--- src/hw/loop_alarm_pkg.sv ---
`default_nettype none
package loop_alarm_pkg;

  // Register offsets of the readback bank
  localparam logic [15:0] OFS_REF_LIVE     = 16'h007C;
  localparam logic [15:0] OFS_COMBINED     = 16'h007D;
  localparam logic [15:0] OFS_STICKY       = 16'h007E;
  localparam logic [15:0] OFS_ALARM_SPARE  = 16'h007F;
  localparam logic [15:0] OFS_STATE_SELECT = 16'h0082;
  localparam logic [15:0] OFS_AVG_CODE     = 16'h0083;
  localparam logic [15:0] OFS_CMP_CODE     = 16'h0084;
  localparam logic [15:0] OFS_CONV_STATUS  = 16'h0085;
  localparam logic [15:0] OFS_EXIT_STEP    = 16'h0086;
  localparam logic [15:0] OFS_STATUS_SPARE = 16'h0087;

  // Live alarm field positions
  localparam int BIT_REF_NEAR   = 7;
  localparam int BIT_REF_ACQ    = 6;
  localparam int BIT_REF_LOCK   = 5;
  localparam int BIT_REF_HOLD   = 4;
  // Combined alarm field positions
  localparam int BIT_SYNC_REQ   = 4;
  localparam int BIT_BOTH_LOCK  = 3;
  localparam int BIT_PHASE_OK   = 2;
  localparam int BIT_NEVER_SYNC = 1;
  localparam int BIT_SYN_NEAR   = 0;
  // Sticky record field positions
  localparam int BIT_STK_SYN_ACQ = 6;
  localparam int BIT_STK_REF_ACQ = 5;
  localparam int BIT_STK_HOLD    = 4;
  // Converter status field positions
  localparam int BIT_ACTIVE_LOS = 3;
  localparam int BIT_FAST_REF   = 2;
  localparam int BIT_ADC_FAST   = 1;
  localparam int BIT_ADC_RANGE  = 0;

  // Near lock declared at one sixteenth of the limit
  localparam int NEAR_LOCK_SHIFT = 4;
  // Averaging weight of the holdover code, as a shift
  localparam int AVG_SHIFT = 3;
  localparam int STICKY_W  = 7;

  // Reference-loop state codes as read back
  localparam logic [2:0] CODE_RESET   = 3'h0;
  localparam logic [2:0] CODE_ACQUIRE = 3'h1;
  localparam logic [2:0] CODE_LOCKED  = 3'h2;
  localparam logic [2:0] CODE_INVALID = 3'h3;
  localparam logic [2:0] CODE_HOLD    = 3'h4;
  localparam logic [2:0] CODE_EXIT    = 3'h5;

  typedef enum logic [5:0] {
    ST_RESET   = 6'h01,
    ST_ACQUIRE = 6'h02,
    ST_LOCKED  = 6'h04,
    ST_INVALID = 6'h08,
    ST_HOLD    = 6'h10,
    ST_EXIT    = 6'h20
  } ref_state_t;

endpackage
`default_nettype wire

--- src/hw/sticky_bank.sv ---
`timescale 1ns/1ns
`default_nettype none
module sticky_bank #(
  parameter int W = 7
) (
  input  wire logic         clk_sys,  // System clock
  input  wire logic         reset_n,  // Async reset
  input  wire logic         ce,       // Clock enable
  input  wire logic [W-1:0] set,      // Live events
  input  wire logic         clear,    // One-cycle clear pulse
  output logic      [W-1:0] flags     // Sticky records
);

  genvar i;
  generate
    for (i = 0; i < W; i++) begin : g_bit
      always_ff @(posedge clk_sys or negedge reset_n) begin
        if (!reset_n) begin
          flags[i] <= 1'b0;
        end else if (ce) begin
          // Set beats clear so an event in the clear cycle survives
          if (set[i]) begin
            flags[i] <= 1'b1;
          end else if (clear) begin
            flags[i] <= 1'b0;
          end
        end
      end
    end
  endgenerate

endmodule // sticky_bank
`default_nettype wire

--- src/hw/loop_alarm_status_readback.sv ---
// Operation
// - Reference near-lock flag set when lock count reaches limit/16, bit 7.
// - Combined bit 0 is synthesis-loop near lock at limit/16.
// - Live register: acquiring bit 6, locked 5, holdover 4, input loss 3:0.
// - Sync request reads 1 when synthesis loop locked/disabled but unsynchronized.
// - Combined lock reads 1 only while both loops are locked.
// - Phase bit reads 1 when output phase is stable, else 0.
// - Sync status reads 0 once synchronized by pin or port request.
// - Sticky register keeps acquisition, holdover and input-loss records.
// - State register bits 6:5 give the preferred reference index.
// - State register bits 4:3 give the active reference index.
// - Three-bit state field encodes reset..exit as 000 through 101.
// - Comparator on bit 7, current code 6:0, averaged code one below.
// - Converter status bit 3 is loss of the active reference.
// - Bit 2 shows an enabled reference faster than local oscillator.
// - Bit 1 reads 1 while tuning voltage moves quickly.
// - Bit 0 reads 1 while tuning voltage is out of range.
// - Exit register bits 4:3 report the holdover exit step.
// - A live flag reaches the alarm output only with its mask set.
`timescale 1ns/1ns
`default_nettype none
module loop_alarm_status_readback (
  input  wire logic        clk_sys,            // 25 MHz control clock
  input  wire logic        reset_n,            // Async reset, active low
  input  wire logic        ce,                 // Clock enable, freezes state
  input  wire logic        rd_en,              // Read strobe
  input  wire logic [15:0] rd_addr,            // Read register address
  output logic      [7:0]  rd_data,            // Read data, registered
  output logic             rd_valid,           // Read data valid pulse
  input  wire logic [15:0] ref_lock_count,     // Reference lock counter
  input  wire logic [15:0] ref_lock_limit,     // Reference lock limit
  input  wire logic        ref_acquiring,      // Reference loop acquiring
  input  wire logic        ref_locked,         // Reference loop locked
  input  wire logic        ref_holdover,       // Reference loop in holdover
  input  wire logic        ref_exit_active,    // Converter-assisted exit running
  input  wire logic [3:0]  ref_los,            // Loss of signal per input
  input  wire logic [3:0]  ref_enable,         // Enabled reference inputs
  input  wire logic [3:0]  ref_fast,           // Input faster than oscillator
  input  wire logic [1:0]  active_ref,         // Input driving the loop
  input  wire logic [15:0] synth_lock_count,   // Synthesis lock counter
  input  wire logic [15:0] synth_lock_limit,   // Synthesis lock limit
  input  wire logic        synth_locked,       // Synthesis loop locked
  input  wire logic        synth_disabled,     // Synthesis loop disabled
  input  wire logic        synth_acquiring,    // Synthesis loop acquiring
  input  wire logic        ext_sync_pin,       // External sync pin, async
  input  wire logic        spi_sync_req,       // Port sync request pulse
  input  wire logic        phase_stable,       // Output phase stable
  input  wire logic        holdover_cmp,       // Converter vs tuning voltage
  input  wire logic [6:0]  dac_code,           // Current holdover code
  input  wire logic        adc_fast,           // Tuning voltage moving quickly
  input  wire logic        tuning_voltage_out_of_range, // Tuning voltage out of range
  input  wire logic [1:0]  holdover_exit_step, // Exit sequence step
  input  wire logic [7:0]  mask_ref,           // Live alarm masks
  input  wire logic [4:0]  mask_comb,          // Combined alarm masks
  input  wire logic        sticky_clear,       // Clear pulse for records
  output logic             alarm_out           // Masked alarm, registered
);
  import loop_alarm_pkg::*;

  ref_state_t        state;
  ref_state_t        next_state;
  logic [2:0]        state_code;
  logic              ref_near;
  logic              synth_near;
  logic [2:0]        sync_pipe;
  logic              ext_level;
  logic              ext_rise;
  logic              has_synced;
  logic [1:0]        pref_idx;
  logic [1:0]        next_pref;
  logic              pref_found;
  logic [3:0]        candidates;
  logic [9:0]        avg_acc;
  logic [6:0]        avg_code;
  logic [STICKY_W-1:0] sticky_set;
  logic [STICKY_W-1:0] sticky;
  logic [7:0]        live_reg;
  logic [7:0]        comb_reg;
  logic [7:0]        select_reg;
  logic [7:0]        status_reg;
  logic [7:0]        next_rd_data;

  // Near lock compares against the limit divided by sixteen
  assign ref_near   = ref_lock_count >= (ref_lock_limit >> NEAR_LOCK_SHIFT);
  assign synth_near = synth_lock_count >= (synth_lock_limit >> NEAR_LOCK_SHIFT);

  // External sync pin crossing; only the agreed later stages are looked at
  always_ff @(posedge clk_sys or negedge reset_n) begin
    if (!reset_n) begin
      sync_pipe <= 3'h0;
    end else if (ce) begin
      sync_pipe <= {sync_pipe[1:0], ext_sync_pin};
    end
  end

  assign ext_rise = (sync_pipe[1] == sync_pipe[2]) && sync_pipe[2] && !ext_level;

  always_ff @(posedge clk_sys or negedge reset_n) begin
    if (!reset_n) begin
      ext_level <= 1'b0;
    end else if (ce && (sync_pipe[1] == sync_pipe[2])) begin
      ext_level <= sync_pipe[2];
    end
  end

  // Once synchronized the device stays synchronized until reset
  always_ff @(posedge clk_sys or negedge reset_n) begin
    if (!reset_n) begin
      has_synced <= 1'b0;
    end else if (ce && (ext_rise || spi_sync_req)) begin
      has_synced <= 1'b1;
    end
  end

  // Reference-loop state tracking
  always_comb begin
    next_state = state;
    case (state)
      ST_RESET: begin
        if (ref_acquiring) begin
          next_state = ST_ACQUIRE;
        end
      end
      ST_ACQUIRE: begin
        if (ref_locked) begin
          next_state = ST_LOCKED;
        end else if (ref_holdover) begin
          next_state = ST_HOLD;
        end
      end
      ST_LOCKED: begin
        if (ref_holdover) begin
          next_state = ST_HOLD;
        end else if (!ref_locked) begin
          next_state = ST_ACQUIRE;
        end
      end
      ST_HOLD: begin
        if (ref_exit_active) begin
          next_state = ST_EXIT;
        end else if (!ref_holdover) begin
          next_state = ST_ACQUIRE;
        end
      end
      ST_EXIT: begin
        if (!ref_exit_active) begin
          next_state = ST_ACQUIRE;
        end
      end
      ST_INVALID: begin
        next_state = ST_RESET;
      end
      default: begin
        next_state = ST_INVALID;
      end
    endcase
    // Locked and holdover together cannot both be true
    if (ref_locked && ref_holdover) begin
      next_state = ST_INVALID;
    end
  end

  always_ff @(posedge clk_sys or negedge reset_n) begin
    if (!reset_n) begin
      state <= ST_RESET;
    end else if (ce) begin
      state <= next_state;
    end
  end

  always_comb begin
    case (state)
      ST_RESET:   state_code = CODE_RESET;
      ST_ACQUIRE: state_code = CODE_ACQUIRE;
      ST_LOCKED:  state_code = CODE_LOCKED;
      ST_HOLD:    state_code = CODE_HOLD;
      ST_EXIT:    state_code = CODE_EXIT;
      default:    state_code = CODE_INVALID;
    endcase
  end

  // Lowest-index healthy enabled input wins; last choice kept if none
  assign candidates = ref_enable & ~ref_los;

  always_comb begin
    next_pref  = pref_idx;
    pref_found = 1'b0;
    for (int i = 3; i >= 0; i--) begin
      if (candidates[i]) begin
        next_pref  = 2'(i);
        pref_found = 1'b1;
      end
    end
  end

  always_ff @(posedge clk_sys or negedge reset_n) begin
    if (!reset_n) begin
      pref_idx <= 2'h0;
    end else if (ce && pref_found) begin
      pref_idx <= next_pref;
    end
  end

  // Running average, three fraction bits keep small steps from vanishing
  always_ff @(posedge clk_sys or negedge reset_n) begin
    if (!reset_n) begin
      avg_acc <= 10'h000;
    end else if (ce) begin
      avg_acc <= avg_acc + {3'h0, dac_code} - {3'h0, avg_acc[9:AVG_SHIFT]};
    end
  end

  assign avg_code = avg_acc[9:AVG_SHIFT];

  assign sticky_set = {synth_acquiring, ref_acquiring, ref_holdover, ref_los};

  sticky_bank #(
    .W (STICKY_W)
  ) u_sticky (
    .clk_sys (clk_sys),
    .reset_n (reset_n),
    .ce      (ce),
    .set     (sticky_set),
    .clear   (sticky_clear),
    .flags   (sticky)
  );

  assign live_reg = {ref_near, ref_acquiring, ref_locked, ref_holdover, ref_los};
  assign comb_reg = {3'h0,
                     (synth_locked || synth_disabled) && !has_synced,
                     ref_locked && synth_locked,
                     phase_stable,
                     !has_synced,
                     synth_near};
  assign select_reg = {1'b0, pref_idx, active_ref, state_code};
  assign status_reg = {4'h0,
                       ref_los[active_ref],
                       |(ref_enable & ref_fast),
                       adc_fast,
                       tuning_voltage_out_of_range};

  always_comb begin
    case (rd_addr)
      OFS_REF_LIVE:     next_rd_data = live_reg;
      OFS_COMBINED:     next_rd_data = comb_reg;
      OFS_STICKY:       next_rd_data = {1'b0, sticky};
      OFS_STATE_SELECT: next_rd_data = select_reg;
      OFS_AVG_CODE:     next_rd_data = {1'b0, avg_code};
      OFS_CMP_CODE:     next_rd_data = {holdover_cmp, dac_code};
      OFS_CONV_STATUS:  next_rd_data = status_reg;
      OFS_EXIT_STEP:    next_rd_data = {3'h0, holdover_exit_step, 3'h0};
      default:          next_rd_data = 8'h00;
    endcase
  end

  always_ff @(posedge clk_sys or negedge reset_n) begin
    if (!reset_n) begin
      rd_data  <= 8'h00;
      rd_valid <= 1'b0;
    end else if (ce) begin
      rd_valid <= rd_en;
      if (rd_en) begin
        rd_data <= next_rd_data;
      end
    end
  end

  always_ff @(posedge clk_sys or negedge reset_n) begin
    if (!reset_n) begin
      alarm_out <= 1'b0;
    end else if (ce) begin
      alarm_out <= |(live_reg & mask_ref) || |(comb_reg[4:0] & mask_comb);
    end
  end

  chk_ref_near_read: assert property (@(posedge clk_sys) disable iff (!reset_n)
    ce && rd_en && rd_addr == OFS_REF_LIVE |=>
      rd_data[BIT_REF_NEAR] ==
        ($past(ref_lock_count) >= ($past(ref_lock_limit) >> NEAR_LOCK_SHIFT)))
    else $error("reference near lock readback wrong");

  chk_synth_near_read: assert property (@(posedge clk_sys) disable iff (!reset_n)
    ce && rd_en && rd_addr == OFS_COMBINED |=>
      rd_data[BIT_SYN_NEAR] ==
        ($past(synth_lock_count) >= ($past(synth_lock_limit) >> NEAR_LOCK_SHIFT)))
    else $error("synthesis near lock readback wrong");

  chk_both_lock_read: assert property (@(posedge clk_sys) disable iff (!reset_n)
    ce && rd_en && rd_addr == OFS_COMBINED |=>
      rd_data[BIT_BOTH_LOCK] == ($past(ref_locked) && $past(synth_locked)))
    else $error("combined lock bit wrong");

  chk_port_sync_clears: assert property (@(posedge clk_sys) disable iff (!reset_n)
    ce && spi_sync_req ##[1:4] ce && rd_en && rd_addr == OFS_COMBINED |=>
      !rd_data[BIT_NEVER_SYNC])
    else $error("port sync request not recorded");

  chk_live_read: assert property (@(posedge clk_sys) disable iff (!reset_n)
    ce && rd_en && rd_addr == OFS_REF_LIVE |=>
      rd_data[BIT_REF_ACQ:0] ==
        {$past(ref_acquiring), $past(ref_locked), $past(ref_holdover), $past(ref_los)})
    else $error("live alarm readback wrong");

  chk_sync_req_read: assert property (@(posedge clk_sys) disable iff (!reset_n)
    ce && rd_en && rd_addr == OFS_COMBINED |=>
      rd_data[BIT_SYNC_REQ] ==
        (($past(synth_locked) || $past(synth_disabled)) && rd_data[BIT_NEVER_SYNC]))
    else $error("sync request readback wrong");

  chk_exit_step_read: assert property (@(posedge clk_sys) disable iff (!reset_n)
    ce && rd_en && rd_addr == OFS_EXIT_STEP |=>
      rd_data == {3'h0, $past(holdover_exit_step), 3'h0})
    else $error("holdover exit step readback wrong");

  chk_pin_sync_seen: assert property (@(posedge clk_sys) disable iff (!reset_n)
    (ce && ext_sync_pin)[*6] |=> has_synced)
    else $error("sync pin pulse not recorded");

  chk_sticky_set_wins: assert property (@(posedge clk_sys) disable iff (!reset_n)
    ce && ref_holdover && sticky_clear |=> sticky[BIT_STK_HOLD])
    else $error("holdover record lost on clear");

  chk_sticky_holds: assert property (@(posedge clk_sys) disable iff (!reset_n)
    sticky[BIT_STK_REF_ACQ] && !sticky_clear |=> sticky[BIT_STK_REF_ACQ])
    else $error("acquisition record dropped without clear");

  chk_reserved_zero: assert property (@(posedge clk_sys) disable iff (!reset_n)
    ce && rd_en && (rd_addr == OFS_ALARM_SPARE || rd_addr == OFS_STATUS_SPARE) |=>
      rd_data == 8'h00 && rd_valid)
    else $error("reserved register not zero");

  chk_alarm_masked: assert property (@(posedge clk_sys) disable iff (!reset_n)
    ce && mask_ref == 8'h00 && mask_comb == 5'h00 |=> !alarm_out)
    else $error("alarm raised with all masks clear");

  chk_state_legal: assert property (@(posedge clk_sys) disable iff (!reset_n)
    ce && ref_locked && ref_holdover |=> state_code == CODE_INVALID)
    else $error("invalid state not reported");

  // Invalid is only left once the contradictory inputs are gone
  chk_invalid_leaves: assert property (@(posedge clk_sys) disable iff (!reset_n)
    ce && state_code == CODE_INVALID && !(ref_locked && ref_holdover) |=>
      state_code == CODE_RESET)
    else $error("invalid state not left for reset");

  chk_active_los: assert property (@(posedge clk_sys) disable iff (!reset_n)
    ce && rd_en && rd_addr == OFS_CONV_STATUS |=>
      rd_data[BIT_ACTIVE_LOS] == $past(ref_los[active_ref]) && rd_data[7:4] == 4'h0)
    else $error("active reference loss bit wrong");

endmodule // loop_alarm_status_readback
`default_nettype wire

--- config.mk ---
export PLATFORM = sky130hd
export DESIGN_NAME = loop_alarm_status_readback
export DESIGN_NICKNAME = d
export VERILOG_FILES = /design/src/hw/loop_alarm_pkg.sv /design/src/hw/sticky_bank.sv /design/src/hw/loop_alarm_status_readback.sv
export SDC_FILE = /design/constraint.sdc
export NUM_CORES = 1
export LEC_CHECK = 0
export ABC_AREA = 1
export BUFFER_PORTS_ARGS = -buffer_cell sky130_fd_sc_hd__buf_2
export CORE_UTILIZATION = 29
export DETAILED_ROUTE_END_ITERATION = 12
export GPL_TIMING_DRIVEN = 0
export MAX_ROUTING_LAYER = met4
export SETUP_SLACK_MARGIN = 0.1
export SYNTH_ARGS = -nofsm -noshare
export SYNTH_HDL_FRONTEND = slang
export SYNTH_SLANG_ARGS = --single-unit
--- constraint.sdc ---
create_clock -name clk_sys -period 3.7 [get_ports clk_sys]
set_input_delay 0.74 -clock clk_sys [delete_from_list [all_inputs] [get_ports clk_sys]]
set_output_delay 0.74 -clock clk_sys [all_outputs]
set_load 0.01 [all_outputs]
# After elaboration in Yosys (flattened, before gate mapping)
# Index checks and enable logic that the tools add are counted.
# W data, S select, Z words.
op_classes:
  muxes: 30
  n_addsub: 2
  bitwise_logic: 5
  eq_ne: 20
  n_mul: 0
  reduce_logical: 34
  div_mod_pow: 0
  order_cmp: 3
  shifts: 0
op_table:
  columns: ["operator", "n"]
  rows:
  - ["$eq A16 B8 Y1 const B", 5]
  - ["$pmux W8 S8", 1]
  - ["$mux W6", 9]
  - ["$eq A16 B7 Y1 const B", 3]
  - ["$pmux W6 S6", 1]
  - ["$ge A16 B12 Y1", 2]
  - ["$reduce_and A2 Y1", 9]
  - ["$pmux W3 S5", 1]
  - ["$reduce_bool A2 Y1", 7]
  - ["$mux W1", 13]
  - ["$ne A4 B4 Y1 const B", 3]
  - ["$add A10 B7 Y10", 1]
  - ["$sub A10 B7 Y10", 1]
  - ["$and A4 B4 Y4", 2]
  - ["$and A8 B8 Y8", 1]
  - ["$logic_and A1 B1 Y1", 8]
  - ["$mux W2", 4]
  - ["$reduce_or A8 Y1", 1]
  - ["$eq A6 B1 Y1 const B", 1]
  - ["$eq A6 B2 Y1 const B", 1]
  - ["$eq A6 B3 Y1 const B", 1]
  - ["$eq A6 B4 Y1 const B", 1]
  - ["$eq A6 B5 Y1 const B", 1]
  - ["$eq A6 B6 Y1 const B", 1]
  - ["other kinds (12)", 16]
totals:
  inputBits: 134
  out_inout_bits: 10
  latch_bits: 0
  mem_bits_rw: 0
  mem_count: 0
  elab_cells: 110
  regBits: 40
  rom_bits: 0

# Logic depth before layout (Yosys ltp)
depth:
  depth_word: 8
  ltp_mapped: 14

# By module
# A second synthesis with hierarchy kept.
hier_totals:
  hier_cells: 596
  area_unflattened_um2: 3935.0
by_module_without_submodules:
  columns: ["module", "cells_per_inst", "seq_area_each_um2", "n_inst", "area_each_um2"]
  rows:
  - ["loop_alarm_status_readback", 566, 827.0, 1, 3658.5]
  - ["sticky_bank", 30, 175.2, 1, 276.5]

# Worst setup path after synthesis
# OpenSTA, ideal clock, no wires.
synth_timing:
  kind: "input-to-reg"
  startpoint: "in dac_code[4]"
  endpoint: "reg avg_acc[5]"
  setup_time_ns: 0.135
  n_path_buf: 0
  arrival_ns: 2.455
  path_stages: 10
  required_time_ns: 3.565
  slack_ns: 1.111
  cell_sequence: "inv_1 fa_1 inv_1 ha_1 nand2_1 nand2_1 or2_2 a21oi_1 xor2_1 o21ai_0"
synth_via:
  elab_chain_cells: 2
synth_rtl:
  columns: ["element", "line", "source"]
  rows:
  - ["start, declared", "loop_alarm_status_readback.sv:49", "input wire logic [6:0] dac_code,"]
  - ["$add A10 B7 Y10", "loop_alarm_status_readback.sv:209", "avg_acc <= avg_acc + {3'h0, dac_code} - {3'h0, avg_acc[9:AVG_SHIFT]};"]
  - ["$sub A10 B7 Y10", "loop_alarm_status_readback.sv:209", null]
  - ["end signal, assigned", "loop_alarm_status_readback.sv:209", null]
  - ["end, declared", "loop_alarm_status_readback.sv:73", "logic [9:0] avg_acc;"]
# Every way passes these cells.
# A chain may end at the register's enable or synchronous reset.

# Worst setup path after layout
layout_timing:
  startpoint: "in dac_code[4]"
  endpoint: "reg avg_acc[9]"
# The elaborated chain is that of the path after synthesis.

==> flow_metrics.env <==
export IMPL_outcome="finished, final reports clean"
export IMPL_synth_most_common_cell="nand2_1"
export IMPL_fin_skew_ns=0.00677
export IMPL_leakage_nw=2.80
export IMPL_gr_total_overflow=0
export IMPL_hold_worst_slack_ns=0.474
export IMPL_area_growth_pct=27.5
export IMPL_drc=0
export IMPL_crit_required_ns=3.85
export IMPL_die_y_um=117
export IMPL_dr_pass1_iters=4
export IMPL_ys_top_cells_by_count="nand2_1, inv_1, nor2_1"
export IMPL_synth_cells=575
export IMPL_slew_viol_final=0
export IMPL_ant_nets=0
export IMPL_p_int_mw=1.49
export IMPL_drt_initial_drc_count=187
export IMPL_synth_top_family_by_area="simple AND/OR/NAND/NOR gates"
export IMPL_synth_seq_cells=40
export IMPL_synth_compound_area_frac=0.137
export IMPL_timing_fmax_ghz=0.394
export IMPL_power_frac_seq=0.234
export IMPL_crit_type="input pin to flop"
export IMPL_p_per_area_nw_per_um2=541
export IMPL_stdcell_area_um2=4920
export IMPL_setup_viol_count_final=0
export IMPL_crit_path_end_kind="flop"
export IMPL_pin_count=144
export IMPL_finalCritPeriodShare=0.686
export IMPL_swShare=0.439
export IMPL_switching_power_mw=1.17
export IMPL_layout_min_cycle_time_ns=2.54
export IMPL_instances_no_fill=890
export IMPL_maxSlewHeadroom=0.344
export IMPL_insertion_delay_ns=0.29
export IMPL_globalplace_congestion=0.924
export IMPL_synth_area_um2=3860
export IMPL_synthAdderAreaFrac=0.150
export IMPL_initial_core_util=0.302
export IMPL_yosysWarnings=0
export IMPL_worst_setup_path_start_kind="input pin"
export IMPL_dp_cells=881
export IMPL_hold_viol=0
export IMPL_dpl_cell_area_um2=4740
export IMPL_post_cts_resized=0
export IMPL_post_cts_buffers=0
export IMPL_cts_buffers=5
export IMPL_nFillCells=1385
export IMPL_cts_root_buf="clkbuf_16"
export IMPL_rsz0062_at_grt="false"
export IMPL_fin_tns_setup_ns=0
export IMPL_yosys_top_cells_area="dfrtp_1, nand2_1, ha_1"
export IMPL_synthFlopType="dfrtp_1"
export IMPL_synth_avg_cell_area_um2=6.71
export IMPL_grt_pass1_vias=4078
export IMPL_path_clk_slew_ns=0.06
export IMPL_die_area_um2=13800
export IMPL_synth_enable_flop_cells=0
export IMPL_synthMuxAreaShare=0
export IMPL_portBuffers=134
export IMPL_synth_nets=751
export IMPL_routed_wl_um=11600
export IMPL_nets=892
export IMPL_via_count=4069
export IMPL_arrival_ns=2.69
export IMPL_synth_seq_area_share=0.260
export IMPL_htreeDepth=2
export IMPL_synthArstFlopShare=1.00
export IMPL_synth_distinct_cells=44
export IMPL_antenna_found_initial=1
export IMPL_wl_per_cell_um=13.0
export IMPL_tightest_slew_ns=0.984
export IMPL_synth_top_area_cell="dfrtp_1"
export IMPL_grt_max_degree=41
export IMPL_crit_fanout=6
export IMPL_synth_xor_area_frac=0.0114
export IMPL_coreArea_um2=12800
export IMPL_grt_usage=0.181
export IMPL_cts_sinks=40
export IMPL_cts_tree="built"
export IMPL_ir_drop_mv=0.578
export IMPL_cap_violations=0
export IMPL_fp_dieW_um=117
export IMPL_grt_pass1_wl_um=19500
export IMPL_yosys_area_share_simple=0.322
export IMPL_cts_max_path_buffers=2
export IMPL_synth_top_area_frac=0.253
export IMPL_combPwrFrac=0.573
export IMPL_fin_util=0.385
export IMPL_place_detailed_hpwl_um=9630
export IMPL_clock_power_share=0.193
export IMPL_postCtsHoldBufs=0
export IMPL_via_per_inst=4.57
export IMPL_min_delay_path_class="flop to flop"
export IMPL_rows=41
export IMPL_drive_above_1_share=0.254
-- critical path, cell delays in order --
cell and delay [ns]:
buf_2 0.07, inv_1 0.07, fa_1 0.54, inv_1 0.04
ha_1 0.38, nand2_1 0.10, nand2_1 0.06, or2_2 0.30
nand2_1 0.08, nand3_1 0.07, nand2_1 0.06, nand2_1 0.05
nand2_1 0.05, o21ai_0 0.08
-- power by group through the flow --
| stage | logic [mW] | registers [mW] | clock network, mW |
|---|---|---|---|
| global placement | 1.51 | 0.624 | 0 |
| CTS | 1.53 | 0.622 | 0.523 |
| detailed placement | 1.52 | 0.628 | 0 |
| finish | 1.52 | 0.622 | 0.513 |
| floorplan | 1.17 | 0.604 | 0 |
| global route | 1.77 | 0.634 | 0.545 |
-- final timing paths --
path | start | end | slack, ns | cells after the start
setup / recovery | dac_code[4] | avg_acc[9]$_DFFE_PN0P_ | 1.16 | 14
hold / removal | rd_valid$_DFFE_PN0P_ | rd_valid$_DFFE_PN0P_ | 0.47 | 2
setup reg to reg | avg_acc[4]$_DFFE_PN0P_ | avg_acc[9]$_DFFE_PN0P_ | 1.23 | 13
hold reg to reg | rd_valid$_DFFE_PN0P_ | rd_valid$_DFFE_PN0P_ | 0.47 | 2
max in group asynchronous | reset_n | rd_data[6]$_DFFE_PN0P_ | 2.48 | 1
min in group asynchronous | reset_n | sync_pipe[0]$_DFFE_PN0P_ | 0.62 | 1
-- per-stage QoR --
step | setup WS (ns) | total power, mW
2_1_floorplan | 1.11 | 1.77
3_3_place_gp | 0.844 | 2.13
3_5_place_dp | 0.854 | 2.15
4_1_cts | 1.16 | 2.67
5_1_grt | 0.933 | 2.95
6_report | 1.16 | 2.66
-- registers in the layout, indices dropped and copies added (netlist names) --
register,cells
rd_valid,1
rd_data,8
has_synced,1
avg_acc,10
pref_idx,2
u_sticky.flags,7
alarm_out,1
state,6
sync_pipe,3
ext_level,1
-- per-layer routing --
metal,global-route usage,share of wire
met3,0.0399,0.068
met5,-,0
met1,0.223,0.45
met4,0.0406,0.014
met2,0.300,0.46
-- layout make-up --
class | instances | area, µm² | area share
Buffer | 9 | 66.3 | 0.0135
Multi-Input combinational cell | 421 | 2390 | 0.487
Inverter | 105 | 395 | 0.0804
Timing Repair Buffer | 134 | 671 | 0.136
Clock inverter | 3 | 46.3 | 0.00942
Tap cell | 172 | 215 | 0.0438
Antenna cell | 1 | 2.50 | 0.000509
Sequential cell | 40 | 1000 | 0.204
Clock buffer | 5 | 125 | 0.0255
-- layout by cell type (no fill, tap or decap), types with 3 or more instances in the layout --
cell type  netlist  final
nand2_2          5      5
inv_2            5      5
nor2_2           6      6
o21ai_2          6      6
nand3_1         30     30
inv_1           98     98
clkbuf_16        0      5
o22ai_1         13     13
a21oi_1         22     22
xnor2_1          3      3
fa_1             7      7
nand2_1        163    163
o21ai_0         27     27
nor2_1          53     53
dfrtp_1         39     39
buf_2            1    135
or2_2            3      3
nand3b_1         3      3
clkbuf_1         4      4
nand4_1          9      9
ha_1            35     35
o21ai_1          7      7
o211ai_1         5      5
-- cells by family after synthesis --
kind of cell,count (synthesis)
simple gates,285
buf+inv,114
xor+xnor,5
compound gates,89
fa+ha+maj,42
flops,40
(Power assumes the default switching activity.)
